### config.mk
export PLATFORM = sky130hd
export DESIGN_NAME = two_level_irq_controller
export DESIGN_NICKNAME = d
export VERILOG_FILES = /design/src/verilog/irq_ctrl_pkg.sv /design/src/verilog/two_level_irq_controller.sv /design/src/verilog/sec_input_qualify.sv
export SDC_FILE = /design/constraint.sdc
export NUM_CORES = 1
export LEC_CHECK = 0
export BUFFER_PORTS_ARGS = -buffer_cell sky130_fd_sc_hd__clkbuf_2
export CAP_MARGIN = 0
export CORE_MARGIN = 2
export CORE_UTILIZATION = 40
export CTS_CLUSTER_DIAMETER = 80
export DETAILED_ROUTE_END_ITERATION = 8
export PLACE_DENSITY_LB_ADDON = 0.2
export SKIP_CTS_REPAIR_TIMING = 1
export SYNTH_ARGS = -nofsm -noshare
export SYNTH_HDL_FRONTEND = slang
export SYNTH_SLANG_ARGS = --single-unit
### constraint.sdc
create_clock -name CLK_I -period 4 [get_ports CLK_I]
set_input_delay 0.6 -clock CLK_I [delete_from_list [all_inputs] [get_ports CLK_I]]
set_output_delay 0.6 -clock CLK_I [all_outputs]
set_load 0.05 [all_outputs]
### src/verilog/irq_ctrl_pkg.sv
// constants shared by the two-level interrupt controller files
// assumes word-aligned register access over the peripheral bus
package irq_ctrl_pkg;
	// register byte offsets, low address bits only
	localparam logic [7:0] OFS_MASK_LEVEL = 8'h90;
	localparam logic [7:0] OFS_PENDING = 8'h94;
	localparam logic [7:0] OFS_FORCE = 8'h98;
	localparam logic [7:0] OFS_CLEAR = 8'h9C;
	localparam logic [7:0] OFS_SEC_MASK = 8'hB0;
	localparam logic [7:0] OFS_SEC_PENDING = 8'hB4;
	// status is read here, the clear register is written here
	localparam logic [7:0] OFS_SEC_STATUS = 8'hB8;
	localparam logic [7:0] OFS_SEC_CLEAR = 8'hB8;
	localparam logic [7:0] OFS_MAP_LOW = 8'hE0;
	localparam logic [7:0] OFS_MAP_HIGH = 8'hE4;
	localparam int ADDR_DEC_W = 8;

	// primary field layout
	localparam int NUM_LINES = 15;
	localparam int LEVEL_LSB = 17;
	localparam int MASK_LSB = 1;
	localparam logic [14:0] MASK_RESET = 15'h0000;

	// line route fields: seven 4-bit fields per map register, msb field first
	localparam int MAP_FIELD_W = 4;
	localparam int MAP_FIELDS_PER_REG = 7;
	localparam int MAP_TOP_LSB = 24;

	// secondary status layout
	localparam int SEC_VALID_BIT = 5;
	localparam int SEC_IDX_W = 5;
	localparam int SEC_MAX = 32;

	// per-input qualifying condition
	typedef enum logic [1:0] {
		COND_LOW = 2'h0,
		COND_HIGH = 2'h1,
		COND_FALL = 2'h2,
		COND_RISE = 2'h3
	} cond_t;
endpackage : irq_ctrl_pkg

### src/verilog/two_level_irq_controller.sv
// primary two-level interrupt controller with optional secondary unit
// assumes an APB master and a processor core that acknowledges by index
// Functional notes
// RQ1: level bits 31..17 put interrupt n on level 1 when set.
// RQ2: mask bits 15..1 enable interrupts; reset clears them; 16 and 0 reserved.
// RQ3: pending register bits 15..1 show pending interrupts.
// RQ4: force bits 15..1 request an interrupt as if pending.
// RQ5: clear register ones clear pending bits; reads return zero.
// RQ6: map register low holds route fields for bus lines 1..7.
// RQ7: map register high holds route fields for bus lines 8..14 and 15.
// RQ8: route fields reset to identity mapping.
// RQ9: up to 32 secondary inputs; unused ones have no bits.
// RQ10: each secondary input qualified low, high, falling or rising.
// RQ11: qualified inputs set pending; pending and mask feed selector.
// RQ12: any unmasked secondary pending raises primary line 10 by default.
// RQ13: secondary pending stays set until software clears it.
// RQ14: handler must clear primary line 10 after secondary clear.
// RQ15: writing secondary pending sets bits written as one.
// RQ16: secondary mask enables per input; resets to zero.
// RQ17: secondary pending bits report and reset to zero.
// RQ18: secondary status gives highest index and valid flag.
// RQ19: secondary clear ones clear matching pending bits.
// RQ20: level 1 highest wins; else level 0 highest.
// RQ21: acknowledge clears pending bit of a pending-raised interrupt.
// RQ22: acknowledge of a forced interrupt clears force, keeps pending.
// RQ23: bus lines routed to one processor line are ORed.
// RQ24: reserved bits read zero and ignore writes.
`timescale 1ns/1ns
module two_level_irq_controller
	import irq_ctrl_pkg::*;
#(
	parameter bit REMAP_EN = 1'b1,
	parameter bit SEC_EN = 1'b1,
	parameter int SEC_N = 32,
	parameter int SEC_LINE = 10,
	parameter logic [63:0] SEC_COND = 64'h5555_5555_5555_5555,
	parameter int PADDR_W = 32
) (
	input wire logic CLK_I,
	input wire logic RSTN_I,
	input wire logic PSEL_I,
	input wire logic PENABLE_I,
	input wire logic PWRITE_I,
	input wire logic [PADDR_W-1:0] PADDR_I,
	input wire logic [31:0] PWDATA_I,
	output logic [31:0] PRDATA_O,
	input wire logic [15:1] BUS_IRQ_I,
	input wire logic [SEC_N-1:0] SEC_IRQ_I,
	input wire logic INTACK_I,
	input wire logic [3:0] ACK_INDEX_I,
	output logic [3:0] HIGHEST_REQUEST_INDEX_O,
	output logic SEC_IRQ_O
);
	generate
		if (SEC_N < 1 || SEC_N > SEC_MAX) begin : g_bad_n
			$error("SEC_N must be 1 to 32");
		end
		if (SEC_LINE < 1 || SEC_LINE > NUM_LINES) begin : g_bad_line
			$error("SEC_LINE must be 1 to 15");
		end
		if (PADDR_W < ADDR_DEC_W) begin : g_bad_addr
			$error("PADDR_W too small");
		end
	endgenerate

	logic [15:1] level_r;
	logic [15:1] enable_bits_r;
	logic [15:1] waiting_bits_r;
	logic [15:1] waiting_bits_nxt;
	logic [15:1] software_raise_bits_r;
	logic [15:1] software_raise_bits_nxt;
	logic [3:0] line_route_field_r [1:15];
	logic [SEC_N-1:0] sec_mask_r;
	logic [SEC_N-1:0] sec_pend_r;
	logic [SEC_N-1:0] sec_pend_nxt;
	logic [SEC_N-1:0] sec_hit;
	logic [SEC_N-1:0] sec_active;
	logic [SEC_IDX_W-1:0] sec_idx;
	logic sec_out_r;
	logic [15:1] routed;
	logic [15:1] raised;
	logic [15:1] requested;
	logic [3:0] irl_nxt;
	logic [3:0] irl_r;
	logic [15:1] ack_vec;
	logic [31:0] rdata_nxt;
	logic [31:0] prdata_r;
	logic [ADDR_DEC_W-1:0] ofs;
	logic wr_en;
	logic rd_setup;

	assign ofs = PADDR_I[ADDR_DEC_W-1:0];
	assign wr_en = PSEL_I & PENABLE_I & PWRITE_I;
	assign rd_setup = PSEL_I & ~PENABLE_I & ~PWRITE_I;

	function automatic logic [3:0] top_index(input logic [15:1] v);
		logic [3:0] r;
		r = 4'h0;
		for (int i = 1; i <= NUM_LINES; i++) begin
			if (v[i]) begin
				r = 4'(i);
			end
		end
		return r;
	endfunction : top_index

	// RQ1: level field write
	// RQ2: mask field write, reset to zero
	always_ff @(posedge CLK_I or negedge RSTN_I) begin
		if (!RSTN_I) begin
			level_r <= '0;
			enable_bits_r <= MASK_RESET;
		end else if (wr_en && ofs == OFS_MASK_LEVEL) begin
			level_r <= PWDATA_I[LEVEL_LSB +: NUM_LINES];
			enable_bits_r <= PWDATA_I[MASK_LSB +: NUM_LINES];
		end
	end

	// RQ6: low route fields
	// RQ7: high route fields
	// RQ8: identity after reset
	genvar b;
	generate
		for (b = 1; b <= NUM_LINES; b++) begin : g_map
			localparam int REG_SEL = (b <= MAP_FIELDS_PER_REG) ? 0 : 1;
			localparam int POS = (b <= MAP_FIELDS_PER_REG) ? (MAP_FIELDS_PER_REG - b)
				: (2 * MAP_FIELDS_PER_REG - b);
			// line 15 has no field of its own and takes line 14's field on map high writes
			localparam int LSB = (b == NUM_LINES) ? 0 : POS * MAP_FIELD_W;
			localparam logic [7:0] OFS = (REG_SEL == 0) ? OFS_MAP_LOW : OFS_MAP_HIGH;
			always_ff @(posedge CLK_I or negedge RSTN_I) begin
				if (!RSTN_I) begin
					line_route_field_r[b] <= 4'(b);
				end else if (REMAP_EN && wr_en && ofs == OFS) begin
					line_route_field_r[b] <= PWDATA_I[LSB +: MAP_FIELD_W];
				end
			end
		end
	endgenerate

	// RQ23: routed lines are ORed
	always_comb begin
		routed = '0;
		for (int p = 1; p <= NUM_LINES; p++) begin
			for (int q = 1; q <= NUM_LINES; q++) begin
				if (REMAP_EN) begin
					routed[p] = routed[p] | (BUS_IRQ_I[q] && line_route_field_r[q] == 4'(p));
				end else if (p == q) begin
					routed[p] = routed[p] | BUS_IRQ_I[q];
				end
			end
		end
	end

	// RQ12: secondary output joins its primary line
	always_comb begin
		// joins after routing, so remapping never moves the secondary line
		raised = routed;
		if (SEC_EN) begin
			raised[SEC_LINE] = routed[SEC_LINE] | sec_out_r;
		end
	end

	always_comb begin
		ack_vec = '0;
		// index 0 names no request and is ignored
		if (INTACK_I && ACK_INDEX_I != 4'h0) begin
			ack_vec[ACK_INDEX_I] = 1'b1;
		end
	end

	// RQ3: pending bits set by raised lines
	// RQ5: clear register ones clear, new event wins
	// RQ21: acknowledge clears pending when not forced
	always_comb begin
		waiting_bits_nxt = waiting_bits_r & ~(ack_vec & ~software_raise_bits_r);
		if (wr_en && ofs == OFS_CLEAR) begin
			waiting_bits_nxt = waiting_bits_nxt & ~PWDATA_I[MASK_LSB +: NUM_LINES];
		end
		// applied last: a clear never swallows a fresh request
		waiting_bits_nxt = waiting_bits_nxt | raised;
	end

	// RQ4: software raise written by software
	// RQ22: acknowledge of a forced line clears force only
	always_comb begin
		software_raise_bits_nxt = software_raise_bits_r & ~ack_vec;
		if (wr_en && ofs == OFS_FORCE) begin
			software_raise_bits_nxt = PWDATA_I[MASK_LSB +: NUM_LINES];
		end
	end

	always_ff @(posedge CLK_I or negedge RSTN_I) begin
		if (!RSTN_I) begin
			waiting_bits_r <= '0;
			software_raise_bits_r <= '0;
		end else begin
			waiting_bits_r <= waiting_bits_nxt;
			software_raise_bits_r <= software_raise_bits_nxt;
		end
	end

	// RQ20: level 1 first, then level 0
	assign requested = (waiting_bits_r | software_raise_bits_r) & enable_bits_r;
	always_comb begin
		if (|(requested & level_r)) begin
			irl_nxt = top_index(requested & level_r);
		end else begin
			irl_nxt = top_index(requested & ~level_r);
		end
	end

	// one cycle of selection latency keeps the output registered
	always_ff @(posedge CLK_I or negedge RSTN_I) begin
		if (!RSTN_I) begin
			irl_r <= 4'h0;
		end else begin
			irl_r <= irl_nxt;
		end
	end

	// RQ9: only configured inputs get bits
	// RQ10: per-input qualifier
	sec_input_qualify #(
		.N(SEC_N),
		.COND(SEC_COND)
	) u_qualify (
		.clk_i(CLK_I),
		.rstn_i(RSTN_I),
		.raw_i(SEC_IRQ_I),
		.hit_o(sec_hit)
	);

	// RQ16: secondary mask, zero at reset
	always_ff @(posedge CLK_I or negedge RSTN_I) begin
		if (!RSTN_I) begin
			sec_mask_r <= '0;
		end else if (SEC_EN && wr_en && ofs == OFS_SEC_MASK) begin
			sec_mask_r <= PWDATA_I[SEC_N-1:0];
		end
	end

	// RQ13: no clear on acknowledge
	// RQ19: clear by writing ones
	// RQ15: write ones to set
	// RQ11: qualified input sets pending, wins over clear
	always_comb begin
		sec_pend_nxt = sec_pend_r;
		if (wr_en && ofs == OFS_SEC_CLEAR) begin
			sec_pend_nxt = sec_pend_nxt & ~PWDATA_I[SEC_N-1:0];
		end
		if (wr_en && ofs == OFS_SEC_PENDING) begin
			sec_pend_nxt = sec_pend_nxt | PWDATA_I[SEC_N-1:0];
		end
		sec_pend_nxt = sec_pend_nxt | sec_hit;
	end

	// RQ17: secondary pending, zero at reset
	always_ff @(posedge CLK_I or negedge RSTN_I) begin
		if (!RSTN_I) begin
			sec_pend_r <= '0;
		end else if (SEC_EN) begin
			sec_pend_r <= sec_pend_nxt;
		end
	end

	// RQ11: pending ANDed with mask
	assign sec_active = sec_pend_r & sec_mask_r;

	// RQ12: output while any unmasked pending
	always_ff @(posedge CLK_I or negedge RSTN_I) begin
		if (!RSTN_I) begin
			sec_out_r <= 1'b0;
		end else begin
			sec_out_r <= SEC_EN & (|sec_active);
		end
	end

	// RQ18: highest unmasked pending index
	always_comb begin
		sec_idx = '0;
		for (int i = 0; i < SEC_N; i++) begin
			if (sec_active[i]) begin
				sec_idx = SEC_IDX_W'(i);
			end
		end
	end

	// RQ24: reserved bits and unmapped offsets read zero
	always_comb begin
		rdata_nxt = 32'h0000_0000;
		case (ofs)
			OFS_MASK_LEVEL: begin
				rdata_nxt[LEVEL_LSB +: NUM_LINES] = level_r;
				rdata_nxt[MASK_LSB +: NUM_LINES] = enable_bits_r;
			end
			OFS_PENDING: rdata_nxt[MASK_LSB +: NUM_LINES] = waiting_bits_r;
			OFS_FORCE: rdata_nxt[MASK_LSB +: NUM_LINES] = software_raise_bits_r;
			OFS_MAP_LOW: begin
				for (int k = 1; k <= MAP_FIELDS_PER_REG; k++) begin
					if (REMAP_EN) begin
						rdata_nxt[(MAP_FIELDS_PER_REG - k) * MAP_FIELD_W +: MAP_FIELD_W] =
							line_route_field_r[k];
					end
				end
			end
			OFS_MAP_HIGH: begin
				for (int k = MAP_FIELDS_PER_REG + 1; k < NUM_LINES; k++) begin
					if (REMAP_EN) begin
						rdata_nxt[(2 * MAP_FIELDS_PER_REG - k) * MAP_FIELD_W +: MAP_FIELD_W] =
							line_route_field_r[k];
					end
				end
			end
			OFS_SEC_MASK: rdata_nxt[SEC_N-1:0] = sec_mask_r;
			OFS_SEC_PENDING: rdata_nxt[SEC_N-1:0] = sec_pend_r;
			OFS_SEC_STATUS: begin
				rdata_nxt[SEC_IDX_W-1:0] = sec_idx;
				rdata_nxt[SEC_VALID_BIT] = |sec_active;
			end
			default: rdata_nxt = 32'h0000_0000;
		endcase
		if (!SEC_EN && (ofs == OFS_SEC_MASK || ofs == OFS_SEC_PENDING
				|| ofs == OFS_SEC_STATUS)) begin
			rdata_nxt = 32'h0000_0000;
		end
	end

	// read data captured in setup phase, stable through access phase
	always_ff @(posedge CLK_I or negedge RSTN_I) begin
		if (!RSTN_I) begin
			prdata_r <= 32'h0000_0000;
		end else if (rd_setup) begin
			prdata_r <= rdata_nxt;
		end
	end

	assign PRDATA_O = prdata_r;
	assign HIGHEST_REQUEST_INDEX_O = irl_r;
	assign SEC_IRQ_O = sec_out_r;
endmodule : two_level_irq_controller

### src/verilog/sec_input_qualify.sv
// per-input condition qualifier for the secondary interrupt inputs
// assumes inputs are synchronous to the clock
`timescale 1ns/1ns
module sec_input_qualify
	import irq_ctrl_pkg::*;
#(
	parameter int N = 32,
	parameter logic [63:0] COND = 64'h0
) (
	input wire logic clk_i,
	input wire logic rstn_i,
	input wire logic [N-1:0] raw_i,
	output logic [N-1:0] hit_o
);
	logic [N-1:0] prev_r;

	always_ff @(posedge clk_i or negedge rstn_i) begin
		if (!rstn_i) begin
			prev_r <= '0;
		end else begin
			prev_r <= raw_i;
		end
	end

	// RQ10: four conditions per input
	genvar g;
	generate
		for (g = 0; g < N; g++) begin : g_in
			localparam cond_t C = cond_t'(COND[2*g +: 2]);
			always_comb begin
				case (C)
					COND_LOW: hit_o[g] = ~raw_i[g];
					COND_HIGH: hit_o[g] = raw_i[g];
					COND_FALL: hit_o[g] = prev_r[g] & ~raw_i[g];
					COND_RISE: hit_o[g] = ~prev_r[g] & raw_i[g];
					default: hit_o[g] = 1'b0;
				endcase
			end
		end
	endgenerate
endmodule : sec_input_qualify

==> impl_results.md, run 1 <==
* Synth-to-layout area growth at 16.4%
* Number of placement rows at 64
* # clock sinks at ~220
* CTS tree: yes
* Sequential standard cell area at about 5500 um2
* Sum of negative setup slack at 0 ps
* Multiplexer share of the synthesized area at 11.0%
* Flop pwr share at around 43%
* Remaining max-slew budget at the tightest pin at roughly a quarter
* Status: finished, final reports clean
* DRC viols at 0
* Total Wirelength at 55600 um
* Antenna violations before repair at 1
* Fraction of power spent switching nets at 27.0%
* Power share of the combinational group at 10.0%
* RSZ-0062 raised after global routing: false
* Worst setup startpoint: PADDR_I[6]
* Period utilization at 64.2%
* Total I/O pin count at 158
* Clock latency at the later pin of the worst-skew pair at 560 ps
* Synthesized area at 12500 um2
* Proportion of synthesized flip-flops having asynchronous set or reset at 100%
* Highest clock rate at 0.389 GHz
* Top FF cell, synth: dfrtp_1
* Mapped Nets at 1418
* Number of distinct library cells after synthesis at 70
* Number of H-tree branching levels at 1
* Post-Synthesis Mean Instance Area at 9.66 um2
* Most frequent cells in the layout: dfrtp_1, nand2_1, clkbuf_2
* Vertical extent of the die at about 180 um
* Part of the Yosys area used for sequential elements at 43.8%
* GRT Total Usage at 33.6%
* Number of detailed-routing iterations run before antenna repair at 6
* IR drop worst, VDD at ~0.33 mV
* First-pass GRT wire length at 81400 um
* Vias in the first global route at approximately 12000
* WS Path Type: input pin to flip-flop
* Count of endpoints failing hold in the final timing report at 0
* Cell area after layout at 14600 um2
* Fraction of power consumed by the clock network at 47.3%
* Post-Place Cell Area at between 10000 and 15000 um2
* Vias at 12253
* Main combinational cell family by area after synthesis: compound AO/OA/AOI/OAI gates
* Critical path launch point type: input pin
* Count of buffers from port buffering at around 130
* Gp weighted congestion at 0.981
* Arrival time at the worst endpoint at just under 3000 ps
* Wire per inst at 30.4 um
* Data required, critical path at 4370 ps
* Power Density at 381 nW/um2
* Largest net degree at the start of global routing at 100
* Filler cells at about 3000
* Adder and majority cell fraction of the synthesized area at 0%
* Die footprint at 32800 um2
* Total of endpoints with negative setup slack in the final report at 0
* Transition time at the pin with the least slew margin at 1090 ps
* Core outline area at 30700 um2
* Number of flops mapped to enable cells by yosys at 0
* Setup Skew at about 33 ps
* Num CTS Buffers at 26
* Fin crit period at 2570 ps
* Leftover overflow at the end of global routing at 0
* DRT antenna net count at 0
* Area of the multi-input gates at 6720 um2
* Worst reg2reg startpoint: sec_pend_r[19]
* Hold/Removal Path Class: input pin to async pin
* Synth warn at 0
* Endpoint kind of the worst setup timing path: flip-flop
* Share of final-layout standard cells stronger than drive strength 1 at 24.2%
* Post-layout nets at 1532
* Critical path fanouts, max at 15
* Starting density of the core at between 40% and 50%
* Register bit total from synthesis at 218
* Static leakage at 6.21 nW
* Synth Area in XOR/XNOR at 0%
* Number of DRC markers after the initial detailed-route iteration at 1653
* Clock-pin slew on the worst setup and hold paths at 70 ps
* Maximum capacitance violations at 0
* Post-synthesis share of cell area spent on and, or, nand and nor gates at between 20% and 30%
* Die Wd at 181 um
* Drt via density at roughly 6.7
* Leading cell type in the layout, fill and taps excluded: dfrtp_1
* Post-synthesis cell count at 1297
* Detailed Place HPWL at ~43000 um
* Sw Pwr at 1.50 mW
* Clock tree buffer depth at 3
* CTS root buffer: clkbuf_16
* Number of pins exceeding their max-slew limit in the final report at 0
* Internal power summed over all cells at 4.06 mW
* Complex-gate fraction of the synthesized area at 21.9%
synthesized netlist by cell type, types with 14 or more instances:
library cell  count  area share (%)
nor3b_1          14            0.84
nor3_1           32             1.3
nand4_1          15            0.75
o21ai_0          60             2.4
a22oi_1          53             3.2
nor2b_1          22             1.1
buf_2            26             1.0
nor2_1           78             2.3
a222oi_1         28             2.2
o211ai_1         31             1.9
o22ai_1          26             1.3
dfrtp_1         189              38
dfstp_2          29             6.1
a221o_1          34             2.7
mux2_1           32             2.9
nand3b_1         14            0.84
nand2_1         179             5.4
nand3_1          69             2.8
nand2b_1         30             1.5
clkbuf_1         42             1.3
a31oi_1          17            0.85
a22o_1           25             1.7
mux2_2           86             7.7
a21oi_1          30             1.2
kinds of logic after synthesis:
| logic type | after synthesis |
|---|---|
| flip-flops | 218 |
| multiplexers | 121 |
| AO/OA/AOI/OAI | 368 |
| buffers and inverters | 80 |
| AND/OR/NAND/NOR | 510 |
per-layer routing:
layer	GRT usage [%]	wire (um)	share of wire (%)
met1	46.5	23600	42
met4	16.1	3060	5.5
met3	5.58	4440	8.0
met2	51.4	24500	44
met5	0	0	0
worst max-delay path, stage by stage:
cell	delay (ps)
clkbuf_2	110
nand3b_1	150
buf_4	180
nor2_1	320
and3_1	740
a21oi_1	210
a2111oi_0	430
nand4_1	180
power groups by stage:
stage | clock, mW | combinational [mW] | sequential (mW)
6_report | 2.63 | 0.554 | 2.38
4_1_cts | 2.67 | 0.549 | 2.37
3_5_place_dp | 0 | 0.547 | 2.41
3_3_place_gp | 0 | 0.545 | 2.41
5_1_grt | 2.74 | 0.589 | 2.38
2_1_floorplan | 0 | 0.189 | 2.45
path summary, 6_finish.rpt:
check                                    endpoint  slack (ps)  cells after the start
setup / recovery                waiting_bits_r[9]        1430                      8
hold / removal                   enable_bits_r[6]         110                      1
setup reg to reg                      PRDATA_O[5]        1510                      6
hold reg to reg                       PRDATA_O[3]         480                      2
max in group asynchronous  line_route_field_r[23]        3000                      2
min in group CLK_I                  sec_pend_r[6]         230                      2
through the flow:
step | cells | util (%) | hold WS [ps] | setup slack [ps] | power, mW
after floorplan | 1297 | - | 304 | 1760 | 2.64
after global placement | 1779 | 44.3 | 461 | 1020 | 2.95
after detailed placement | 1779 | 44.3 | 471 | 951 | 2.95
after CTS | 1827 | 47.4 | 126 | 1440 | 5.58
after global routing | 1828 | 47.4 | 172 | 1370 | 5.71
final | 1829 | 47.4 | 113 | 1430 | 5.56
sequential cells by signal (all words and copies together) (netlist names):
name	cells
level_r	15
sec_mask_r	32
software_raise_bits_r	15
line_route_field_r	57
sec_pend_r	32
PRDATA_O	32
HIGHEST_REQUEST_INDEX_O	4
waiting_bits_r	15
enable_bits_r	15
SEC_IRQ_O	1
area by class of cell:
cell class              count  area share [%]
repair buffers            158            6.09
diodes                      2          0.0343
multi-input cells         999            46.1
well taps                 396            3.40
inverters                   8           0.206
flip-flops and latches    218            37.7
clock buffers              33            4.98
clock inverters            15            1.54
Power figures use the tool's default switching activity.
==> run 2, diff against run 1 <==
Clock period 4 ns to 2.2 ns, I/O delays scaled along.
==> run 2 against run 1 <==
The run now ends with negative hold slack left. Critical path depth fell by 2. Non-clock buffer count increased by 198. Routed wire length increased by 5.1%. Combinational power up 120%.
==> impl_results.md, run 2 (same netlist as run 1, synthesis figures left out) <==
* Status: finished, violations left
* Failing checks: negative hold slack
* Number of placement rows at 64 (unchanged)
* DRC viols at 0 (unchanged)
* Flip-flop count of the largest register after layout at 57 (unchanged)
* Number of DRC markers after the initial detailed-route iteration at 1647 (-0.36%)
* Count of buffers from port buffering at 133 (unchanged)
* Fin crit period at 2120 ps
* Core outline area at 30700 um2 (unchanged)
* CTS root buffer: clkbuf_16
* Synth-to-layout area growth at 30.1%
* WS Path Type: flip-flop to flip-flop
* Total Wirelength at 58500 um (+5.1%)
* First-pass GRT wire length at 85500 um (+5.1%)
* Endpoint kind of the worst setup timing path: flip-flop
* Wire per inst at 28.8 um (-5.1%)
* Die Wd at 181 um (unchanged)
* Setup Skew at 36.4 ps (+3.11 ps)
* Transition time at the pin with the least slew margin at 903 ps (-184 ps)
* Period utilization at 96.5%
* Internal power summed over all cells at 7.37 mW (+82%)
* Clock latency at the later pin of the worst-skew pair at 570 ps (about the same)
* Sequential standard cell area at 5490 um2 (unchanged)
* Number of detailed-routing iterations run before antenna repair at 6 (unchanged)
* IR drop worst, VDD at 0.530 mV (+59%)
* Number of H-tree branching levels at 1 (unchanged)
* Count of endpoints failing hold in the final timing report at 3 (+3)
* Starting density of the core at 40.8% (unchanged)
* Die footprint at 32800 um2 (unchanged)
* Number of inserted diodes at 0 (-2)
* Critical path launch point type: flip-flop
* Most frequent cells in the layout: dfrtp_1, buf_4, nand2_1
* Gp weighted congestion at 1.02 (+4.0%)
* GRT Total Usage at 35.3% (+1.7 points)
* Maximum capacitance violations at 0 (unchanged)
* Antenna violations before repair at 0 (-1)
* Largest net degree at the start of global routing at 64 (-36%)
* Share of final-layout standard cells stronger than drive strength 1 at 31.8% (+7.6 points)
* Critical path fanouts, max at 2 (-13)
* CTS tree: yes
* Worst-path cell with the longest stage delay: or4_4
* Highest clock rate at 0.471 GHz
* Flop pwr share at 42.3% (-0.5 points)
* Static leakage at 7.21 nW (+16%)
* Hold/Removal Path Class: input pin to flip-flop
* Clock tree buffer depth at 3 (unchanged)
* Drt via density at 6.44 (-3.9%)
* Vias in the first global route at 12725 (+8.6%)
* Total I/O pin count at 158 (unchanged)
* Post-layout util at 53.0% (+5.6 points)
* Sw Pwr at 2.75 mW (+84%)
* Detailed Place HPWL at 45600 um (+6.2%)
* Power Density at 621 nW/um2 (+63%)
* Fraction of power spent switching nets at 27.2% (+0.21 points)
* Remaining max-slew budget at the tightest pin at 39.6% (+14 points)
* Fraction of power consumed by the clock network at 45.5% (-1.8 points)
* Register ranked first by flip-flop count: line_route_field_r
* Vertical extent of the die at 181 um (unchanged)
* Area of the multi-input gates at 6770 um2 (+0.71%)
* # clock sinks at 218 (unchanged)
* Series of cell instances along the critical path: a22oi_1 > and4bb_1 > nand4_1 > or4_4 > a221oi_4 > o21ai_1
* Post-layout total power at 10.1 mW (+82%)
* Number of pins exceeding their max-slew limit in the final report at 0 (unchanged)
* Power share of the combinational group at 12.3% (+2.3 points)
* Total of endpoints with negative setup slack in the final report at 0 (unchanged)
* Num CTS Buffers at 27 (+3.8%)
* Leading cell type in the layout, fill and taps excluded: dfrtp_1
* Sum of negative setup slack at 0 ps (unchanged)
* Post-Place Cell Area at 15100 um2 (+11%)
* Post-layout nets at 1731 (+13%)
* Leftover overflow at the end of global routing at 0 (unchanged)
* Filler cells at 2842 (-5.1%)
* Cell area after layout at 16300 um2 (+12%)
* Arrival time at the worst endpoint at 2570 ps (-360 ps)
* Clock-pin slew on the worst setup and hold paths at 60 ps (about the same)
* Worst hold slack across all endpoints at -21.4 ps (-134 ps)
* Worst path max stage delay at 490 ps (-250 ps)
* DRT antenna net count at 0 (unchanged)
* Vias at 13045 (+6.5%)
* Data required, critical path at 2650 ps (-1720 ps)
## run 2: cell types whose count changed in the layout (fill, tap and decap cells not counted), sizes merged
cell | before | now
buf | 26 | 198
dlygate4sd3 | 0 | 26
clkbuf | 165 | 169
diode | 2 | 0
bufinv | 5 | 4
clkinv | 8 | 7
clkinvlp | 1 | 0
inv | 9 | 10
## run 2: final timing paths
| kind | to | slack [ps] | cells past startpoint | startpoint |
|---|---|---|---|---|
| min reg2reg | PRDATA_O[30] | 480 | 2 | PRDATA_O[30] |
| min in group asynchronous | line_route_field_r[13] | 340 | 2 | RSTN_I |
| max | PRDATA_O[5] | 80 | 6 | sec_mask_r[17] |
| min | sec_pend_r[28] | -20 | 2 | SEC_IRQ_I[28] |
| max reg2reg | PRDATA_O[5] | 80 | 6 | sec_mask_r[17] |
| max in group asynchronous | line_route_field_r[53] | 1060 | 3 | RSTN_I |
## run 2: power groups by stage
stage	registers, mW	clock network [mW]	logic [mW]
finish	4.28	4.60	1.24
global route	4.29	4.83	1.32
floorplan	4.46	0	0.344
CTS	4.27	4.65	1.18
global placement	4.34	0	1.17
detailed placement	4.34	0	1.17
## run 2: worst max-delay path: cells and delay by family (launching register included)
| kind | cells | cell delay, ps |
|---|---|---|
| flops | 1 | 380 |
| compound gates | 3 | 610 |
| simple gates | 3 | 1000 |
## run 2: layout make-up
cell class | count | share of cell area (%)
multi-input combinational | 999 | 41.5
clock inverter | 13 | 1.13
inverter | 8 | 0.184
clock buffer | 37 | 4.43
timing repair buffer | 356 | 16.0
tap | 396 | 3.04
sequential | 218 | 33.7
## run 2: metal layers
| metal | up-vias | track usage (%) | wire, um |
|---|---|---|---|
| met5 | - | 0 | 0 |
| met4 | 0 | 17.7 | 3560 |
| met3 | 170 | 6.23 | 5050 |
| met2 | 736 | 55.7 | 26300 |
| met1 | 6485 | 46.8 | 23600 |
| li1 | 5654 | - | - |
## run 2: through the flow
stage / setup WS, ps / cells
floorplan: 198 / 1297
global placement: -93.7 / 1950
detailed placement: -94.8 / 1950
CTS: -92.1 / 2000
global route: -8.73 / 2027
finish: 76.1 / 2027
==> run 3, diff against run 2 <==
Settings changed: ABC_CLOCK_PERIOD_IN_PS from default to 2200, CORE_UTILIZATION 40 to 30.
==> run 3 against run 2 <==
The run ends with negative setup slack left. Clock skew down 22 ps. Routed wire length up 6.0%. Worst setup slack worse by 93 ps. Combinational power about the same. Sequential cell count unchanged. Utilization down 12 points. Sequential share of layout area down 0.65 points. Clock power up 2%. Clock-buffer cell count up 7. Register-to-register slack worse by 90 ps. Fmax down 4.2%. Critical endpoint unchanged.
==> impl_results.md, run 3 (same netlist as run 1, synthesis figures left out) <==
* Number of H-tree branching levels at 1 (unchanged)
* Post-Layout Cell Count at 2184 (+7.7%)
* Antenna violations before repair at 1 (+1)
* Minimum setup slack among reg-to-reg paths at -20 ps (-90 ps)
* Count of endpoints failing hold in the final timing report at 0 (-3)
* Period utilization at 101% (+4.2 points)
* Destination of the worst register-to-register timing path: PRDATA_O[5]
* Setup Skew at 14.5 ps (-21.9 ps)
* First-pass GRT wire length at 88500 um (+3.6%)
* Leading cell type in the layout, fill and taps excluded: buf_4
* Number of pins exceeding their max-slew limit in the final report at 0 (unchanged)
* IR drop worst, VDD at 0.563 mV (+6.2%)
* Total I/O pin count at 158 (unchanged)
* Critical path fanouts, max at 2 (unchanged)
* Fin crit period at 2220 ps (+93.1 ps)
* Detailed Place HPWL at 49500 um (+8.5%)
* Maximum capacitance violations at 0 (unchanged)
* Cells on Worst Hold Path at 2 (unchanged)
* Worst-path cell with the longest stage delay: or4_4
* Worst path max stage delay at 470 ps (-20 ps)
* Leftover overflow at the end of global routing at 0 (unchanged)
* Vias at 12963 (-0.63%)
* CTS tree: yes
* WS Path Type: flip-flop to flip-flop
* Failing checks: negative setup slack
* Share of final-layout standard cells stronger than drive strength 1 at 32.4% (+0.60 points)
* Flip-flop count of the largest register after layout at 57 (unchanged)
* # clock sinks at 218 (unchanged)
* Total Wirelength at 61900 um (+6.0%)
* Layer carrying the most global-route usage: met2
* Met2 track demand over resource at 43.0% (-13 points)
* Register ranked first by flip-flop count: line_route_field_r
* CTS root buffer: clkbuf_16
* Clock tree buffer depth at 3 (unchanged)
* Count of buffers from port buffering at 133 (unchanged)
* Post-Place Cell Area at 15300 um2 (+1.7%)
* Endpoint kind of the worst setup timing path: flip-flop
* Core outline area at 41000 um2 (+33%)
* Starting density of the core at 30.6% (-10 points)
* GRT Total Usage at 28.1% (-7.2 points)
* Num CTS Buffers at 28 (+3.7%)
* Met3 track demand over resource at 3.82% (-2.4 points)
* Number of placement rows at 74 (+16%)
* Hold path startpoint: SEC_IRQ_I[19]
* Number of detailed-routing iterations run before antenna repair at 6 (unchanged)
* Cell area after layout at 16600 um2 (+2.0%)
* Total of endpoints with negative setup slack in the final report at 1 (+1)
* Die footprint at 43400 um2 (+33%)
* Worst hold slack across all endpoints at 11.9 ps (+33.3 ps)
* Highest clock rate at 0.451 GHz (-4.2%)
* Post-layout total power at 10.2 mW (+1.0%)
* Sum of negative setup slack at -17.1 ps (-17.1 ps)
* Synth-to-layout area growth at 32.7%
* Die Wd at 208 um (+15%)
* Gp weighted congestion at 1.00 (-1.6%)
* RSZ-0062 raised after global routing: true
* Min-Delay Endpoint: sec_pend_r[19]
* Setup WS post-layout at -17.1 ps (-93.1 ps)
* Inst Count DP at 2099 (+7.6%)
* Post-layout nets at 1749 (+1.0%)
* Drt via density at 5.94 (-7.8%)
* Largest net degree at the start of global routing at 58 (-9.4%)
* Hold/Removal Path Class: input pin to flip-flop
* Remaining max-slew budget at the tightest pin at 50.7% (+11 points)
* Series of cell instances along the critical path: a22oi_2 > buf_4 > and4bb_2 > nand4_1 > or4_4 > a221oi_2 > o21ai_1
* Status: finished, violations left
* Data required, critical path at 2660 ps (about the same)
* DRT antenna net count at 0 (unchanged)
* Critical path launch point type: flip-flop
* Vertical extent of the die at 208 um (+15%)
* Power Density at 615 nW/um2 (-0.93%)
* Clock latency at the later pin of the worst-skew pair at 590 ps (+20 ps)
* Vias in the first global route at 12477 (-1.9%)
* Number of DRC markers after the initial detailed-route iteration at 1699 (+3.2%)
* Clock-pin slew on the worst setup and hold paths at 60 ps (about the same)
* Transition time at the pin with the least slew margin at 730 ps (-173 ps)
* Wire per inst at 28.4 um (-1.6%)
* Post-layout util at 40.5% (-12 points)
* Most frequent cells in the layout: buf_4, dfrtp_1, nand2_1
* Place WS at -220 ps (-125 ps)
* Worst reg2reg startpoint: sec_pend_r[17]
* Logic depth of the worst register-to-register path at 7 (+1)
* Global routing usage on met1 at 39.4% (-7.4 points)
* Arrival time at the worst endpoint at 2680 ps (+110 ps)
* DRC viols at 0 (unchanged)
* Static leakage at 7.29 nW (+0.99%)
## run 3: where the power goes
group / switching [mW] / internal, mW / leakage (nW) / total, mW
clock: 1.92 / 2.78 / 0.456 / 4.70
combinational: 0.794 / 0.442 / 4.13 / 1.24
sequential: 0.146 / 4.14 / 2.70 / 4.29
## run 3: layout make-up
class / count / area, um2
flip-flops and latches: 218 / 5490
clock buffers: 44 / 851
inverters: 8 / 30.0
fillers: 4126 / 24400
clock inverters: 8 / 101
multi-input cells: 999 / 6740
repair buffers: 373 / 2740
diodes: 2 / 5.00
well taps: 532 / 666
## run 3: layer usage
layer | share of wire, % | vias to the layer above | wire length (um)
met5 | 0 | - | 0
met4 | 5.0 | 0 | 3070
met3 | 7.2 | 122 | 4460
met2 | 44 | 642 | 27300
met1 | 44 | 6493 | 27100
li1 | - | 5706 | -
## run 3: critical path: cells and delay by family (launching register included)
| kind | cells | cell delay [ps] |
|---|---|---|
| and+or+nand+nor | 3 | 950 |
| AOI/OAI and AO/OA | 3 | 600 |
| DFF | 1 | 390 |
| buffers and inverters | 1 | 150 |
## run 3: how the worst max path moves through the flow
stage,to,slack (ps),startpoint
global placement,waiting_bits_r[4],-180,line_route_field_r[15]
CTS,PRDATA_O[5],-230,sec_mask_r[17]
floorplan,PRDATA_O[5],200,sec_pend_r[19]
global route,PRDATA_O[5],-40,sec_pend_r[17]
finish,PRDATA_O[5],-20,sec_pend_r[17]
detailed placement,PRDATA_O[5],-220,sec_mask_r[17]
